### src/logic/sdram_cmd_consts.svh
// Constants for the synchronous DRAM command decoder.
// Assumes inclusion by the package and the decoder files.
`ifndef SDRAM_CMD_CONSTS_SVH
`define SDRAM_CMD_CONSTS_SVH
`define DATA_W 16
`define BANK_W 2
`define ADDR_W 12
`define NUM_BANKS 4
`define PRECHARGE_BIT 10
`define BURST_W 4
`define MASK_LATENCY 2
`define DEFAULT_BURST 4'h4
`endif

### src/logic/sdram_cmd_pkg.sv
// Types shared by the synchronous DRAM command decoder.
// Assumes the constants header sits in the include path.
`include "sdram_cmd_consts.svh"
package sdram_cmd_pkg;
	typedef enum logic [3:0] {
		cmd_deselect,
		cmd_nop,
		cmd_open_row,
		cmd_close_bank,
		cmd_close_all,
		cmd_read,
		cmd_write,
		cmd_mode_set,
		cmd_refresh,
		cmd_self_refresh,
		cmd_burst_stop
	} cmd_t;
	typedef enum logic [1:0] {
		pwr_normal,
		pwr_suspend,
		pwr_down,
		pwr_self_refresh
	} pwr_state_t;
endpackage

### src/logic/sdram_command_decoder.sv
// Command decoder and power-state control for a 16-bit synchronous DRAM.
// Assumes pins are synchronised here; memory array lives outside.
// Summary of operation
// Every command is captured on the rising clock edge only.
// Data pins carry write and read words, synchronous, both directions.
// Low mask stores write data and drives reads; high blocks both.
// Clock gate level from the previous cycle is kept for decoding.
// Clock gate level of the command cycle is the current level.
// Activate needs an idle bank; read and write need an active bank.
// Burst stop accepted in any burst; select low, column/row high, we low.
// Active bank and clock gate falling with a command other than deselect or no-op enters clock suspend.
// Clock gate falling with deselect or no-op enters power down.
// Power-down entry during a burst gives clock suspend instead.
// Clock gate rising leaves clock suspend; other inputs ignored.
// Controller leaves power down by raising gate with deselect or no-op.
// Select high masks every command.
// Row low, column high: we high activates, we low precharges.
// Precharge flag bit high closes all banks, ignoring bank select.
// Byte masks gate read drivers three cycles later.
// Read and write codes; precharge flag bit adds auto precharge.
// All strobes low: we low mode set; we high refresh or self refresh.
// Gate rising with deselect or no-op leaves self refresh.
`timescale 1ns/1ps
`include "sdram_cmd_consts.svh"
module sdram_command_decoder
	import sdram_cmd_pkg::*;
#(
	parameter int DATA_W = `DATA_W,
	parameter int NUM_BANKS = `NUM_BANKS
) (
	input wire logic ref_clk, // Clock
	input wire logic rst, // Synchronous reset, active high
	input wire logic select_n, // Chip select, active low
	input wire logic row_strobe_n, // Row strobe, active low
	input wire logic col_strobe_n, // Column strobe, active low
	input wire logic write_strobe_n, // Write strobe, active low
	input wire logic [`BANK_W-1:0] bank_select, // Bank address
	input wire logic [`ADDR_W-1:0] addr, // Address
	input wire logic [1:0] lower_upper_byte_mask, // Byte masks
	input wire logic clock_gate, // Clock gate pin
	input wire logic [DATA_W-1:0] data_pins_in, // Data pin input
	output logic [DATA_W-1:0] data_pins_out, // Data pin output
	output logic [1:0] data_pins_oe, // Per-byte drive enable
	input wire logic [DATA_W-1:0] rd_word, // Read word from array
	output logic [DATA_W-1:0] wr_word, // Write word to array
	output logic [1:0] wr_byte_en, // Write byte enables
	output logic wr_strobe, // Write word valid
	output logic rd_strobe, // Read word wanted
	output logic [`ADDR_W-1:0] mode_word, // Last mode set value
	output logic refresh_pulse, // Refresh requested
	output logic [NUM_BANKS-1:0] bank_active, // Open banks
	output pwr_state_t pwr_state, // Power state
	output logic cmd_error // Command illegal for bank state
);
	logic s1_sel, s1_ras, s1_cas, s1_we, s1_cke;
	logic sel_n, ras_n, cas_n, we_n;
	logic [`BANK_W-1:0] s1_ba, ba;
	logic [`ADDR_W-1:0] s1_a, a;
	logic [1:0] s1_m, m;
	logic [DATA_W-1:0] s1_d, d;
	logic clock_gate_now, clock_gate_prev;
	cmd_t cmd;
	logic [`BURST_W-1:0] burst_left;
	logic burst_read, burst_write;
	logic in_burst;
	logic [1:0] rd_mask;
	logic rd_pipe;

	// Two-flop synchronisers on every pin
	always_ff @(posedge ref_clk) begin
		s1_sel <= select_n;
		s1_ras <= row_strobe_n;
		s1_cas <= col_strobe_n;
		s1_we <= write_strobe_n;
		s1_cke <= clock_gate;
		s1_ba <= bank_select;
		s1_a <= addr;
		s1_m <= lower_upper_byte_mask;
		s1_d <= data_pins_in;
		sel_n <= s1_sel;
		ras_n <= s1_ras;
		cas_n <= s1_cas;
		we_n <= s1_we;
		clock_gate_now <= s1_cke;
		ba <= s1_ba;
		a <= s1_a;
		m <= s1_m;
		d <= s1_d;
	end

	always_ff @(posedge ref_clk) begin
		if (rst) clock_gate_prev <= 1'b1;
		else clock_gate_prev <= clock_gate_now;
	end

	function automatic cmd_t decode(input logic s, input logic r,
		input logic c, input logic w, input logic pa, input logic ck);
		if (s) return cmd_deselect;
		case ({r, c, w})
			3'h7: return cmd_nop;
			3'h6: return cmd_burst_stop;
			3'h3: return cmd_open_row;
			3'h2: return pa ? cmd_close_all : cmd_close_bank;
			3'h5: return cmd_read;
			3'h4: return cmd_write;
			3'h0: return cmd_mode_set;
			3'h1: return ck ? cmd_refresh : cmd_self_refresh;
			default: return cmd_nop;
		endcase
	endfunction

	assign cmd = decode(sel_n, ras_n, cas_n, we_n, a[`PRECHARGE_BIT],
		clock_gate_now);
	assign in_burst = burst_left != '0;
	logic entry_now, exit_now, idle_cmd, any_active;
	assign entry_now = clock_gate_prev && !clock_gate_now;
	assign exit_now = !clock_gate_prev && clock_gate_now;
	assign idle_cmd = (cmd == cmd_deselect) || (cmd == cmd_nop);
	assign any_active = |bank_active;
	logic normal_go;
	assign normal_go = (pwr_state == pwr_normal) && clock_gate_prev;

	// Power state
	always_ff @(posedge ref_clk) begin
		if (rst) begin
			pwr_state <= pwr_normal;
		end else begin
			case (pwr_state)
				pwr_normal: begin
					if (entry_now) begin
						if (in_burst)
							pwr_state <= pwr_suspend;
						else if (cmd == cmd_self_refresh && !any_active)
							pwr_state <= pwr_self_refresh;
						else if (idle_cmd)
							pwr_state <= pwr_down;
						else if (any_active)
							pwr_state <= pwr_suspend;
					end
				end
				pwr_suspend: begin
					if (exit_now) pwr_state <= pwr_normal;
				end
				pwr_down: begin
					if (exit_now && idle_cmd)
						pwr_state <= pwr_normal;
				end
				default: begin
					if (exit_now && idle_cmd)
						pwr_state <= pwr_normal;
				end
			endcase
		end
	end

	// Bank state, checked per command
	always_ff @(posedge ref_clk) begin
		if (rst) begin
			bank_active <= '0;
			cmd_error <= 1'b0;
		end else begin
			cmd_error <= 1'b0;
			if (normal_go) begin
				case (cmd)
					cmd_open_row: begin
						if (bank_active[ba]) cmd_error <= 1'b1;
						else bank_active[ba] <= 1'b1;
					end
					cmd_close_bank: bank_active[ba] <= 1'b0;
					cmd_close_all: bank_active <= '0;
					cmd_read, cmd_write: begin
						if (!bank_active[ba]) cmd_error <= 1'b1;
						else if (a[`PRECHARGE_BIT])
							bank_active[ba] <= 1'b0;
					end
					cmd_mode_set, cmd_refresh: begin
						if (any_active) cmd_error <= 1'b1;
					end
					default: begin
					end
				endcase
			end
		end
	end

	logic legal_rw;
	assign legal_rw = normal_go && bank_active[ba];

	// Burst tracking; frozen while suspended
	always_ff @(posedge ref_clk) begin
		if (rst) begin
			burst_left <= '0;
			burst_read <= 1'b0;
			burst_write <= 1'b0;
			mode_word <= '0;
		end else if (pwr_state == pwr_normal) begin
			if (normal_go && cmd == cmd_mode_set && !any_active)
				mode_word <= a;
			if (legal_rw && (cmd == cmd_read || cmd == cmd_write)) begin
				burst_left <= `DEFAULT_BURST - 4'h1;
				burst_read <= cmd == cmd_read;
				burst_write <= cmd == cmd_write;
			end else if (normal_go && (cmd == cmd_burst_stop ||
				cmd == cmd_close_bank || cmd == cmd_close_all)) begin
				burst_left <= '0;
				burst_read <= 1'b0;
				burst_write <= 1'b0;
			end else if (in_burst) begin
				burst_left <= burst_left - 4'h1;
			end else begin
				burst_read <= 1'b0;
				burst_write <= 1'b0;
			end
		end
	end

	logic wr_beat, rd_beat, run;
	assign run = (pwr_state == pwr_normal) && clock_gate_now;
	assign wr_beat = run && ((legal_rw && cmd == cmd_write) ||
		(burst_write && in_burst && cmd != cmd_read));
	assign rd_beat = run && ((legal_rw && cmd == cmd_read) ||
		(burst_read && in_burst));

	// Write path: mask blocks the byte
	always_ff @(posedge ref_clk) begin
		if (rst) begin
			wr_word <= '0;
			wr_byte_en <= 2'h0;
			wr_strobe <= 1'b0;
			rd_strobe <= 1'b0;
			rd_pipe <= 1'b0;
		end else begin
			wr_word <= d;
			wr_byte_en <= wr_beat ? ~m : 2'h0;
			wr_strobe <= wr_beat;
			rd_strobe <= rd_beat;
			rd_pipe <= rd_strobe;
		end
	end

	sdram_mask_pipe #(
		.LATENCY(`MASK_LATENCY)
	) u_mask_pipe (
		.ref_clk(ref_clk),
		.rst(rst),
		.mask_in(m),
		.mask_out(rd_mask)
	);

	// Read drivers, enabled per byte by the delayed mask
	always_ff @(posedge ref_clk) begin
		if (rst) begin
			data_pins_out <= '0;
			data_pins_oe <= 2'h0;
		end else begin
			data_pins_out <= rd_word;
			data_pins_oe <= rd_pipe ? ~rd_mask : 2'h0;
		end
	end
	assign refresh_pulse = normal_go && cmd == cmd_refresh && !any_active;
endmodule

### src/logic/sdram_mask_pipe.sv
// Two-stage delay of the byte masks for the read output drivers.
// Assumes masks already synchronised to ref_clk.
`timescale 1ns/1ps
`include "sdram_cmd_consts.svh"
module sdram_mask_pipe #(
	parameter int LATENCY = `MASK_LATENCY
) (
	input wire logic ref_clk, // Clock
	input wire logic rst, // Synchronous reset
	input wire logic [1:0] mask_in, // Mask now
	output logic [1:0] mask_out // Mask LATENCY cycles ago
);
	logic [1:0] stage [LATENCY];
	always_ff @(posedge ref_clk) begin
		if (rst) begin
			for (int i = 0; i < LATENCY; i++) stage[i] <= 2'h3;
		end else begin
			stage[0] <= mask_in;
			for (int i = 1; i < LATENCY; i++) stage[i] <= stage[i-1];
		end
	end
	assign mask_out = stage[LATENCY-1];
endmodule

### config.mk
export PLATFORM = sky130hd
export DESIGN_NAME = sdram_command_decoder
export DESIGN_NICKNAME = d
export VERILOG_FILES = /design/src/logic/sdram_cmd_pkg.sv /design/src/logic/sdram_command_decoder.sv /design/src/logic/sdram_mask_pipe.sv
export VERILOG_INCLUDE_DIRS = /design/src /design/src/logic
export SDC_FILE = /design/constraint.sdc
export NUM_CORES = 1
export LEC_CHECK = 0
export BUFFER_PORTS_ARGS = -buffer_cell sky130_fd_sc_hd__buf_2
export CORE_MARGIN = 4
export CORE_UTILIZATION = 45
export DETAILED_ROUTE_END_ITERATION = 10
export GPL_TIMING_DRIVEN = 0
export PLACE_DENSITY_LB_ADDON = 0.08
export SKIP_CTS_REPAIR_TIMING = 1
export SLEW_MARGIN = 5
export SYNTH_ARGS = -nofsm -noshare
export SYNTH_HDL_FRONTEND = slang
export SYNTH_SLANG_ARGS = --single-unit
### constraint.sdc
create_clock -name ref_clk -period 2.63 [get_ports ref_clk]
set_clock_uncertainty 0.1 [all_clocks]
set_input_delay 0.526 -clock ref_clk [delete_from_list [all_inputs] [get_ports ref_clk]]
set_output_delay 0.526 -clock ref_clk [all_outputs]
set_load 0.05 [all_outputs]
After elaboration in Yosys (flattened, before gate mapping)
Memory sizes are Yosys's and may differ from the RTL's.
Cells that the tools add are included.
Widths: inputs -> output; s select.
- ROM bits: 0
- bits in latches: 0
- input bits: 55
- RAM bits: 4
- register bits after elaboration: 139
- memories: 1
- logic and storage cells: 159
- output and inout bits: 58
- memory list (name ; depth ; bits a word ; read ports ; clocked after memory_dff ; write ports ; RTL line ; text):
    u_mask_pipe.stage ; 2 ; 2 ; 2 ; 0 ; 2 ; sdram_mask_pipe.sv:13 ; logic [1:0] stage [LATENCY];
- shift-type cells: 0
- multiply operators: 0
- bitwise operators: 10
- order comparisons: 2
- reductions and logical operators: 48
- eq/ne operators: 26
- divide/modulo/power cells: 0
- $add $sub $neg: 1
- mux-type cells: 38
- operator list (operator ; number):
    $mux 4 ; 8
    $pmux 4 s8 ; 1
    $logic_and 1x1->1 ; 21
    $mux 2 ; 9
    $eq 4x3->1 const B ; 4
    $pmux 4 s4 ; 1
    $mux 1 ; 14
    $eq 3x3->1 const B ; 4
    $eq 4x4->1 const B ; 3
    $ne 2x2->1 const B ; 5
    $reduce_or 2->1 ; 5
    $eq 4x2->1 const B ; 2
    $reduce_bool 4->1 ; 2
    $eq 3x2->1 const B ; 2
    $logic_or 1x1->1 ; 6
    $reduce_and 2->1 ; 3
    $reduce_bool 3->1 ; 2
    $ne 5x5->1 const B ; 1
    $reduce_and 5->1 ; 1
    $and 4x4->4 ; 1
    $eq 4x1->1 const B ; 1
    $logic_not 4->1 ; 1
    $ne 4x3->1 const B ; 1
    $not 2->2 ; 2
    20 further kinds ; 25

Depth between registers and ports, before layout
Gate-level depths: netlist of run 1.
- depth after elaboration: 10
- mapped depth: 8
- mapped depth without buffers: 7

By module
From an unflattened synthesis of run 1, not the netlist that was laid out.
- cells, all modules: 337
- area, all modules: 4088.9 µm²
- by module, submodules not included (module ; sequential area each (µm²) ; cells an instance ; area each (µm²) ; instances):
    sdram_command_decoder ; 2782.7 ; 327 ; 3968.8 ; 1
    sdram_mask_pipe ; 80.1 ; 10 ; 120.1 ; 1

Least setup slack after synthesis of run 1
No wires, ideal clock.
- path type: register to output
- from: register bank_active[0]
- to: output refresh_pulse
- arrival: 1748 ps
- required time: 2004 ps
- setup slack: 256 ps
- stages on the path, launching flop included: 4
- path buffers: 0
- path through: dfxtp_1 or4_4 nor3_2 and3_1
- longest elaborated chain between the ends: 3
- RTL lines (element ; RTL line ; text):
    start: declaration ; sdram_command_decoder.sv:51 ; output logic [NUM_BANKS-1:0] bank_active,
    start signal: assignment ; sdram_command_decoder.sv:159 ; bank_active <= '0;
    start signal: indexed assignment ; sdram_command_decoder.sv:167 ; else bank_active[ba] <= 1'b1;
    start signal: indexed assignment ; sdram_command_decoder.sv:169 ; cmd_close_bank: bank_active[ba] <= 1'b0;
    $reduce_or 4->1 ; sdram_command_decoder.sv:119 ; assign any_active = |bank_active;
    $logic_not 1->1 ; sdram_command_decoder.sv:260 ; assign refresh_pulse = normal_go && cmd == cmd_refresh && !any_active;
    $logic_and 1x1->1 ; sdram_command_decoder.sv:260 ;
    end: declaration ; sdram_command_decoder.sv:50 ; output logic refresh_pulse,
Every way passes these cells.

Worst setup path in the final report of run 1
- from: register clock_gate_prev
- to: output refresh_pulse
- longest elaborated chain between the ends: 3
- RTL lines (element ; RTL line ; text):
    start: declaration ; sdram_command_decoder.sv:61 ; logic clock_gate_now, clock_gate_prev;
    start signal: assignment ; sdram_command_decoder.sv:93 ; else clock_gate_prev <= clock_gate_now;
    $logic_and 1x1->1 ; sdram_command_decoder.sv:121 ; assign normal_go = (pwr_state == pwr_normal) && clock_gate_prev;
    $logic_and 1x1->1 (2 in a row) ; sdram_command_decoder.sv:260 ;
Every way passes these cells.

==> results by group, run 1 <==
Synthesis
  – Synthesized cell area: 4070 um2
  – Ys flop type: dfxtp_1
  – Post-synthesis sequential area ratio: 0.704
  – Synth top area cells: dfxtp_1, nor2b_1, mux2i_1
  – Synth area leader: dfxtp_1
  – Post-synth EDFFs: 0
  – Ys Warns: 0
  – Syn_area_per_cell: 12.0 um2
  – Unique masters post-synth: 43
  – Yosys reg bits: 143
  – Synth Net Count: 396
  – Mapped Cells: 340
  – Synth top area share: 0.704
  – Async set-reset flop share out of synthesis: 0

Drt
  – Vias: 2858
  – Total Wirelength: 7690 um
  – Drt via density: around 4.6
  – First drt pass iteration count: 4
  – Routed len/inst: 12.5 um
  – Initial drt markers: 45
  – ANT nets after route: 0
  – DRC errors left: 0

Power
  – Cell leakage power: 2.57 nW
  – Final Power: a little over 5 mW
  – Switching part of the total: 0.273
  – Comb power frac: 0.118
  – Switching pwr: 1.41 mW
  – Part of the power in the clock network: 0.429
  – VDD IR-drop max: 0.485 mV
  – Sequential power share: 0.453
  – Pwr dens: around 900 nW/um2
  – Pint: ~3.8 mW

STA
  – Final setup TNS: 0 ns
  – Slew @ Worst Pin: 0.568 ns
  – Fin crit share: 0.986
  – Max Clock Freq: 0.386 GHz
  – Slew HR: 0.619
  – Final hold viol count: 0
  – # setup viols final: 0
  – Max-slew violations: 0
  – RSZ-0062 raised after global routing: true
  – Tmin final: 2.59 ns

Setup path
  – CP Data Arrival Time: between 1.5 and 2 ns
  – CP startpoint kind: register
  – Worst Reg-to-Reg Cells: 6
  – Worst setup EP type: output port
  – R2r endpoint: burst_left[1]
  – Setup CP Type: register to output port
  – Required time of the critical path: 2.00 ns
  – Worst reg2reg setup slack: 0.50 ns
  – Worst r2r src: cas_n
  – Crit path max fanout: 6

Flow run
  – Max cap viols: 0

Place
  – Placer Congestion: between 0.7 and 0.8
  – Input/output buffers: 111
  – Hpwl dp: 5240 um

CTS
  – CTS tree: done
  – Clk root buf: clkbuf_8
  – Clk Latency, worst-skew pair: around 0.5 ns
  – Sink Count: 143
  – H-tree level count: 4
  – Clk slew on worst S/H paths: about 0.060 ns
  – Max Root-Sink Buffers: 2
  – CTS Buf Count: 17

Finish
  – Area Overhead vs Synth: 37.6%
  – Most frequent cells in the layout: dfxtp_1, buf_2, nor2b_1, dlygate4sd3_1, nor2_1
  – Inserted Diodes: 0
  – Total Nets Final: 551
  – Most common cell after layout, fill and taps aside: dfxtp_1
  – Fin util: 0.639
  – # fillers: just over 700
  – Multi-input logic area: about 1100 um2
  – FF+latch area: approximately 2900 um2
  – Layout cells sized above 1: 0.325

Min path
  – Worst hold path startpoint: col_strobe_n
  – Hold Path End: s1_cas
  – Hold path cells: 1
  – Worst min-delay path class: primary input to register

Die
  – Core area: 8760 um2
  – Effective utilization at floorplan: 0.464
  – Io pins: 113
  – X dimension of the die: 103 um
  – Row count: 34
  – Full die area: 10600 um2
  – Die Ht: between 100 and 150 um

GRT
  – First-pass GRT wire length: 11800 um
  – Grt total ovfl: 0
  – Total GRT Usage: 0.145
  – Initial antenna violation count: 0
  – Largest net degree at the start of global routing: 17
  – Vias in the first global route: 2609

Status
  – Run status: finished clean
layer usage:
layer / global-route usage / vias to the layer above / share of wire
li1: - / 1449 / -
met1: 0.169 / 1305 / 0.42
met2: 0.223 / 93 / 0.49
met3: 0.0683 / 11 / 0.083
met4: 0.0727 / 0 / 0.014
met5: 0 / - / 0
state kept, by name, indices dropped and copies added (netlist names), 4 cells and up:
signal             cells
d                     16
data_pins_out         16
s1_d                  16
wr_word               16
a                     12
mode_word             12
s1_a                  12
bank_active            4
burst_left             4
u_mask_pipe.stage      4
power groups by stage:
| stage | sequential [mW] | combinational, mW | clock, mW |
|---|---|---|---|
| detailed placement | 2.39 | 0.576 | 0 |
| floorplan | 2.52 | 0.296 | 0 |
| finish | 2.35 | 0.608 | 2.22 |
| CTS | 2.34 | 0.578 | 2.27 |
| global placement | 2.39 | 0.567 | 0 |
| global route | 2.36 | 0.674 | 2.38 |
synthesized netlist by cell type (2+ instances only):
library cell and instances:
a211oi_1 3, a21oi_1 9, a221oi_1 2, a31oi_1 5, clkbuf_1 13, dfxtp_1 143, inv_1 7, mux2i_1 11
nand2_1 15, nand2b_1 8, nand3_1 8, nand3b_1 2, nor2_1 24, nor2b_1 35, nor3_1 7, nor3_2 2
nor3b_1 3, o21ai_0 5, o221ai_1 4, o31a_1 2, or2_2 8, or3_1 2, or3b_2 2
logic make-up (layout without fill, tap and decap cells):
group                    Yosys count  count (layout)  share of synthesized area
flip-flops                       143             143                      0.704
AND/OR/NAND/NOR                  125             125                      0.173
AO/OA/AOI/OAI                     35              35                     0.0575
buffers and inverters             22             190                     0.0231
multiplexers                      14              14                     0.0400
adder cells (fa/ha/maj)            1               1                    0.00307
metrics by stage:
step | cell area [um2] | instances | hold WS (ns) | worst slack (ns)
6_report | 5600 | 616 | 0.0201 | 0.0364
3_5_place_dp | 4760 | 559 | 0.212 | 0.422
4_1_cts | 5320 | 591 | -0.0165 | -0.143
2_1_floorplan | 4070 | 340 | 0.210 | 0.256
5_1_grt | 5600 | 616 | -0.00187 | -0.0402
3_3_place_gp | 4760 | 559 | 0.210 | 0.413
final cells by class:
type	count	area share
repair buffers	136	0.146
inverters	7	0.00469
multi-input cells	175	0.201
plain buffers	15	0.0121
flip-flops and latches	143	0.512
clock buffers	18	0.0764
well taps	108	0.0241
clock inverters	14	0.0244
worst max-delay path: stages (launching register included):
cell and delay, ns:
dfxtp_1 0.41, or3b_2 0.54, nor2_2 0.15, and3_4 0.22
buf_8 0.14
how the worst max path moves through the flow:
stage / start / to / depth (start not counted)
after floorplan: bank_active[0] / refresh_pulse / 3
after global placement: clock_gate_prev / refresh_pulse / 4
after detailed placement: bank_active[0] / refresh_pulse / 4
after CTS: bank_active[0] / refresh_pulse / 4
after global routing: bank_active[3] / refresh_pulse / 4
final: clock_gate_prev / refresh_pulse / 4
(Power assumes the default switching activity.)
==> run 2, diff against run 1 <==
--- a/config.mk
+++ b/config.mk
@@ -6,8 +6,8 @@
 export SDC_FILE = /design/constraint.sdc
 export NUM_CORES = 1
 export LEC_CHECK = 0
+export ABC_AREA = 1
 export BUFFER_PORTS_ARGS = -buffer_cell sky130_fd_sc_hd__buf_2
-export CORE_MARGIN = 4
 export CORE_UTILIZATION = 45
 export DETAILED_ROUTE_END_ITERATION = 10
 export GPL_TIMING_DRIVEN = 0
==> results by group, run 2 <==
STA
  – Max Clock Freq: 0.405 GHz (was 0.386 GHz)
  – Final setup TNS: 0 ns (unchanged)
  – Tmin final: 2.47 ns (was 2.59 ns)
  – RSZ-0062 raised after global routing: false (was true)
  – Fin crit share: 0.939 (was 0.986)
  – Worst setup margin: 0.162 ns (was 0.0364 ns)
  – # setup viols final: 0 (unchanged)
  – Slew HR: 0.645 (was 0.619)
  – Max-slew violations: 0 (unchanged)
  – Final hold viol count: 0 (unchanged)
  – Hold Worst Slack: 0.0148 ns (was 0.0201 ns)
  – Slew @ Worst Pin: 0.532 ns (was 0.568 ns)

Drt
  – First drt pass iteration count: 4 (unchanged)
  – Vias: 3286 (was 2858)
  – DRC errors left: 0 (unchanged)
  – Initial drt markers: 102 (was 45)
  – ANT nets after route: 0 (unchanged)
  – Routed len/inst: 10.6 um (was 12.5 um)
  – Drt via density: 4.29 (was 4.64)
  – Total Wirelength: 8150 um (was 7690 um)

Synthesis
  – Most numerous cell in the Yosys netlist: dfxtp_1 (unchanged)
  – Post-synthesis sequential area ratio: 0.651 (was 0.704)
  – Synthesized cell area: 4400 um2 (was 4070 um2)
  – Syn_area_per_cell: 9.60 um2 (was 12.0 um2)
  – Async set-reset flop share out of synthesis: 0 (unchanged)
  – Synth area leader: dfxtp_1 (unchanged)
  – Yosys reg bits: 143 (unchanged)
  – Most frequent cells after synthesis: dfxtp_1, nor2_1, inv_1 (was dfxtp_1, nor2b_1, nor2_1)
  – Synth top area share: 0.651 (was 0.704)
  – Unique masters post-synth: 37 (was 43)
  – Mapped Cells: 458 (was 340)
  – Ys flop type: dfxtp_1 (unchanged)
  – Synth Net Count: 514 (was 396)
  – Post-synth EDFFs: 0 (unchanged)
  – Synth top area cells: dfxtp_1, nor2_1, inv_1 (was dfxtp_1, nor2b_1, mux2i_1)
  – Ys Warns: 0 (unchanged)

Place
  – Post-Place Cell Area: 5120 um2 (was 4760 um2)
  – Placer Congestion: 0.829 (was 0.798)
  – Input/output buffers: 112 (was 111)
  – Hpwl dp: 5440 um (was 5240 um)
  – Placed Cells: 699 (was 559)
  – Placement Setup Slack: 0.457 ns (was 0.422 ns)

CTS
  – CTS Buf Count: 17 (unchanged)
  – H-tree level count: 4 (unchanged)
  – CTS tree: done (unchanged)
  – Clk Latency, worst-skew pair: 0.51 ns (about the same)
  – Sink Count: 143 (unchanged)
  – Clk slew on worst S/H paths: 0.07 ns (was 0.06 ns)
  – Max Root-Sink Buffers: 2 (unchanged)
  – Clk root buf: clkbuf_8 (unchanged)

Min path
  – Hold path cells: 1 (unchanged)
  – Worst min-delay path class: primary input to register (unchanged)

Power
  – Cell leakage power: 3.05 nW (was 2.57 nW)
  – VDD IR-drop max: 0.493 mV (was 0.485 mV)
  – Final Power: 5.73 mW (was 5.17 mW)
  – Pwr dens: 940 nW/um2 (was 924 nW/um2)

Setup path
  – Worst Reg-to-Reg Cells: 13 (was 6)
  – CP Data Arrival Time: 1.84 ns (was 1.97 ns)
  – Crit. path cell count: 8 (was 4)
  – CP startpoint kind: register (unchanged)
  – Required time of the critical path: 2.00 ns (about the same)
  – Critical-path top delay cell: dfxtp_2 (was or3b_2)
  – Critical Path Max Stage Delay: 0.36 ns (was 0.54 ns)
  – Setup CP Type: register to output port (unchanged)
  – CP cell instances: inv_2, nand3_1, inv_1, nor2_1, nor2_2, nand4_1, nor3_2, buf_6 (was or3b_2, nor2_2, and3_4, buf_8)
  – Crit path max fanout: 7 (was 6)
  – Buf/Inv on CP: 3 (was 1)
  – Critical path's top delay family: simple AND/OR/NAND/NOR gates (unchanged)
  – Worst setup EP type: output port (unchanged)
  – Worst reg2reg setup slack: 0.68 ns (was 0.50 ns)

Status
  – Run status: finished clean (unchanged)

Finish
  – # fillers: 818 (was 706)
  – Final non-filler cell total: 766 (was 616)
  – Multi-input logic area: 1230 um2 (was 1130 um2)
  – Inserted Diodes: 0 (unchanged)
  – Layout cells sized above 1: 0.311 (was 0.325)
  – Final Cell Area: 6090 um2 (was 5600 um2)
  – FF+latch area: 2870 um2 (unchanged)
  – Area Overhead vs Synth: 38.6% (was 37.6%)
  – Fin util: 0.650 (was 0.639)
  – Total Nets Final: 680 (was 551)
  – Most frequent cells in the layout: dfxtp_1, buf_2, nor2_1, inv_1, nand2_1 (was dfxtp_1, buf_2, nor2b_1, dlygate4sd3_1, nor2_1)
  – Most common cell after layout, fill and taps aside: dfxtp_1 (unchanged)

GRT
  – First-pass GRT wire length: 13200 um (was 11800 um)
  – Vias in the first global route: 2952 (was 2609)
  – Grt total ovfl: 0 (unchanged)
  – Initial antenna violation count: 0 (unchanged)
  – Largest net degree at the start of global routing: 17 (unchanged)
  – Total GRT Usage: 0.169 (was 0.145)

Die
  – Effective utilization at floorplan: 0.469 (was 0.464)
  – Die Ht: 101 um (was 103 um)
  – Full die area: 10200 um2 (was 10600 um2)
  – Core area: 9370 um2 (was 8760 um2)
  – Row count: 35 (was 34)
  – Io pins: 113 (unchanged)
  – X dimension of the die: 101 um (was 103 um)

Flow run
  – Max cap viols: 0 (unchanged)
-- run 2: changes by cell type after synthesis, moves of 8 or more --
cell	change
mux2i_1	-11
nand2b_1	-8
clkbuf_1	-8
nand2_4	+10
inv_2	+9
nand2_1	+40
o21ai_1	+11
nor2b_1	-35
inv_1	+55
nor2_1	+57
-- run 2: logic make-up (layout without fill, tap and decap cells) --
family	Yosys count	after routing	synth area share
adders and majority gates	1	1	0.00285
xor gates and xnor gates	1	1	0.00199
AOI/OAI and AO/OA	43	43	0.0595
and+or+nand+nor	190	190	0.213
buffers and inverters	80	259	0.0717
DFF	143	143	0.651
-- run 2: path summary, 6_finish.rpt --
path / end / from
hold / removal: s1_a[0] / addr[0]
hold reg to reg: we_n / s1_we
setup / recovery: refresh_pulse / ras_n
setup reg to reg: burst_left[0] / cas_n
-- run 2: cell type report --
class | instances | share of cell area
Clock buffer | 17 | 0.0680
Clock inverter | 15 | 0.0314
Timing Repair Buffer | 147 | 0.150
Inverter | 72 | 0.0448
Tap cell | 129 | 0.0265
Sequential cell | 143 | 0.470
Buffer | 8 | 0.00698
Multi-Input combinational cell | 235 | 0.202
-- run 2: power breakdown --
group / internal (mW) / switching [mW] / total, mW
logic: 0.311 / 0.630 / 0.941
clock network: 1.40 / 1.00 / 2.41
registers: 2.31 / 0.0660 / 2.38
-- run 2: worst reg2reg max path, stage by stage (launching register included) --
cell and delay, ns:
dfxtp_1 0.37, inv_2 0.09, nor2_1 0.13, nand2_1 0.07, nand2_1 0.09, nand2_1 0.13
nand2_4 0.11, inv_2 0.05, nand2_4 0.07, nand2_4 0.07, o21ai_4 0.23, nand2_1 0.10
o21ai_0 0.17, nor2_1 0.05
-- run 2: per-layer routing --
layer  global-route usage  wire [um]
met3               0.0617        457
met4               0.0769        112
met2                0.270       3960
met1                0.204       3620
met5                    0          0
==> run 3, diff against run 2 <==
--- a/config.mk
+++ b/config.mk
@@ -8,12 +8,12 @@
 export LEC_CHECK = 0
 export ABC_AREA = 1
 export BUFFER_PORTS_ARGS = -buffer_cell sky130_fd_sc_hd__buf_2
-export CORE_UTILIZATION = 45
+export CORE_UTILIZATION = 50
 export DETAILED_ROUTE_END_ITERATION = 10
 export GPL_TIMING_DRIVEN = 0
 export PLACE_DENSITY_LB_ADDON = 0.08
 export SKIP_CTS_REPAIR_TIMING = 1
-export SLEW_MARGIN = 5
+export SLEW_MARGIN = 20
 export SYNTH_ARGS = -nofsm -noshare
 export SYNTH_HDL_FRONTEND = slang
 export SYNTH_SLANG_ARGS = --single-unit
==> results by group, run 3 (synthesized netlist as in run 2, its figures left out) <==
Die
  – X dimension of the die: 95.8 um (was 101 um)
  – Core area: 8380 um2 (was 9370 um2)
  – Full die area: 9170 um2 (was 10200 um2)
  – Effective utilization at floorplan: 0.524 (was 0.469)
  – Io pins: 113 (unchanged)
  – Die Ht: 95.8 um (was 101 um)
  – Row count: 33 (was 35)

Drt
  – Drt via density: 4.48 (was 4.29)
  – Total Wirelength: 7790 um (was 8150 um)
  – Vias: 3270 (was 3286)
  – First drt pass iteration count: 4 (unchanged)
  – Routed len/inst: 10.7 um (was 10.6 um)
  – Initial drt markers: 89 (was 102)
  – DRC errors left: 0 (unchanged)
  – ANT nets after route: 0 (unchanged)

Min path
  – Hold path cells: 1 (unchanged)
  – Worst min-delay path class: primary input to register (unchanged)
  – Worst hold path startpoint: addr[4] (was addr[0])
  – Hold Path End: s1_a[4] (was s1_a[0])

Setup path
  – Setup CP Type: register to output port (unchanged)
  – Worst setup EP type: output port (unchanged)
  – Critical path's top delay family: simple AND/OR/NAND/NOR gates (unchanged)
  – Crit path max fanout: 7 (unchanged)
  – Worst r2r src: pwr_state[1] (was cas_n)
  – CP Data Arrival Time: 1.94 ns (was 1.84 ns)
  – Worst reg2reg setup slack: 0.61 ns (was 0.68 ns)
  – CP cell instances: inv_4, nand3_2, inv_1, nor2_1, nor2_2, nand4_1, nor3_2, buf_6 (was inv_2, nand3_1, inv_1, nor2_1, nor2_2, nand4_1, nor3_2, buf_6)
  – Required time of the critical path: 2.00 ns (about the same)
  – R2r endpoint: mode_word[4] (was burst_left[0])
  – CP startpoint kind: register (unchanged)
  – Critical-path top delay cell: dfxtp_2 (unchanged)
  – Worst Reg-to-Reg Cells: 7 (was 13)
  – Critical Path Max Stage Delay: 0.37 ns (was 0.36 ns)
  – Buf/Inv on CP: 3 (unchanged)

GRT
  – Largest net degree at the start of global routing: 17 (unchanged)
  – First-pass GRT wire length: 11900 um (was 13200 um)
  – Vias in the first global route: 2804 (was 2952)
  – Grt total ovfl: 0 (unchanged)
  – Initial antenna violation count: 0 (unchanged)
  – Total GRT Usage: 0.173 (was 0.169)

STA
  – Max-slew violations: 0 (unchanged)
  – # setup viols final: 0 (unchanged)
  – Slew HR: 0.672 (was 0.645)
  – Slew @ Worst Pin: 0.493 ns (was 0.532 ns)
  – Hold Worst Slack: 0.0166 ns (was 0.0148 ns)
  – Fin crit share: 0.974 (was 0.939)
  – Final hold viol count: 0 (unchanged)
  – Max Clock Freq: 0.390 GHz (was 0.405 GHz)
  – Tmin final: 2.56 ns (was 2.47 ns)

Power
  – Comb power frac: 0.167 (was 0.164)
  – Final Power: 5.54 mW (was 5.73 mW)
  – Pwr dens: 937 nW/um2 (was 940 nW/um2)
  – VDD IR-drop max: 0.646 mV (was 0.493 mV)
  – Switching pwr: 1.64 mW (was 1.70 mW)
  – Part of the power in the clock network: 0.404 (was 0.420)
  – Sequential power share: 0.429 (was 0.415)
  – Cell leakage power: 2.99 nW (was 3.05 nW)
  – Switching part of the total: 0.297 (about the same)
  – Pint: 3.90 mW (was 4.03 mW)

Place
  – Hpwl dp: 5290 um (was 5440 um)
  – Placer Congestion: 0.801 (was 0.829)
  – Input/output buffers: 112 (unchanged)

CTS
  – Clk root buf: clkbuf_8 (unchanged)
  – H-tree level count: 4 (unchanged)
  – Clk Latency, worst-skew pair: 0.51 ns (about the same)
  – Max Root-Sink Buffers: 2 (unchanged)
  – CTS Buf Count: 17 (unchanged)
  – Sink Count: 143 (unchanged)
  – Clk slew on worst S/H paths: 0.06 ns (was 0.07 ns)
  – CTS tree: done (unchanged)

Finish
  – Total Nets Final: 668 (was 680)
  – Multi-input logic area: 1240 um2 (was 1230 um2)
  – FF+latch area: 2870 um2 (unchanged)
  – # fillers: 676 (was 818)
  – Most common cell after layout, fill and taps aside: dfxtp_1 (unchanged)
  – Most frequent cells in the layout: dfxtp_1, buf_2, nor2_1, inv_1, nand2_1 (unchanged)
  – Layout cells sized above 1: 0.314 (was 0.311)
  – Inserted Diodes: 0 (unchanged)
  – Area Overhead vs Synth: 34.6% (was 38.6%)

Status
  – Run status: finished clean (unchanged)

Flow run
  – Max cap viols: 0 (unchanged)
[run 3: metal layers]
layer  vias up  track usage  part of all wire
li1       1716            -                 -
met1      1452        0.184              0.42
met2        92        0.298              0.49
met3        10       0.0814             0.072
met4         0       0.0672             0.013
met5         -            0                 0
[run 3: worst max path at each step]
stage	startpoint	end	slack, ns	depth (start not counted)
3_3_place_gp	bank_active[0]	refresh_pulse	0.48	4
5_1_grt	ras_n	refresh_pulse	-0.03	8
6_report	ras_n	refresh_pulse	0.07	8
2_1_floorplan	bank_active[0]	refresh_pulse	0.28	3
4_1_cts	bank_active[0]	refresh_pulse	-0.11	4
3_5_place_dp	ras_n	refresh_pulse	0.46	8
[run 3: through the flow]
step                       util  std cells  setup TNS (ns)  cell area [um2]  setup WS (ns)
final                     0.706        730               0             5920         0.0672
after global routing      0.706        730         -0.0325             5920        -0.0325
after CTS                 0.675        707          -0.110             5660         -0.110
after detailed placement  0.608        675               0             5090          0.463
after global placement    0.608        675               0             5090          0.479
after floorplan               -        458               0             4400          0.281
[run 3: cell type report]
cell class | count | share of cell area
plain buffers | 8 | 0.00719
clock buffers | 18 | 0.0706
clock inverters | 14 | 0.0254
inverters | 72 | 0.0470
multi-input cells | 235 | 0.209
flip-flops and latches | 143 | 0.484
well taps | 105 | 0.0222
repair buffers | 135 | 0.134
[run 3: power groups by stage]
stage | logic [mW] | registers (mW) | clock network (mW)
6_report | 0.923 | 2.38 | 2.24
5_1_grt | 1.02 | 2.40 | 2.37
4_1_cts | 0.894 | 2.37 | 2.28
3_5_place_dp | 0.887 | 2.42 | 0
3_3_place_gp | 0.870 | 2.42 | 0
2_1_floorplan | 0.510 | 2.60 | 0
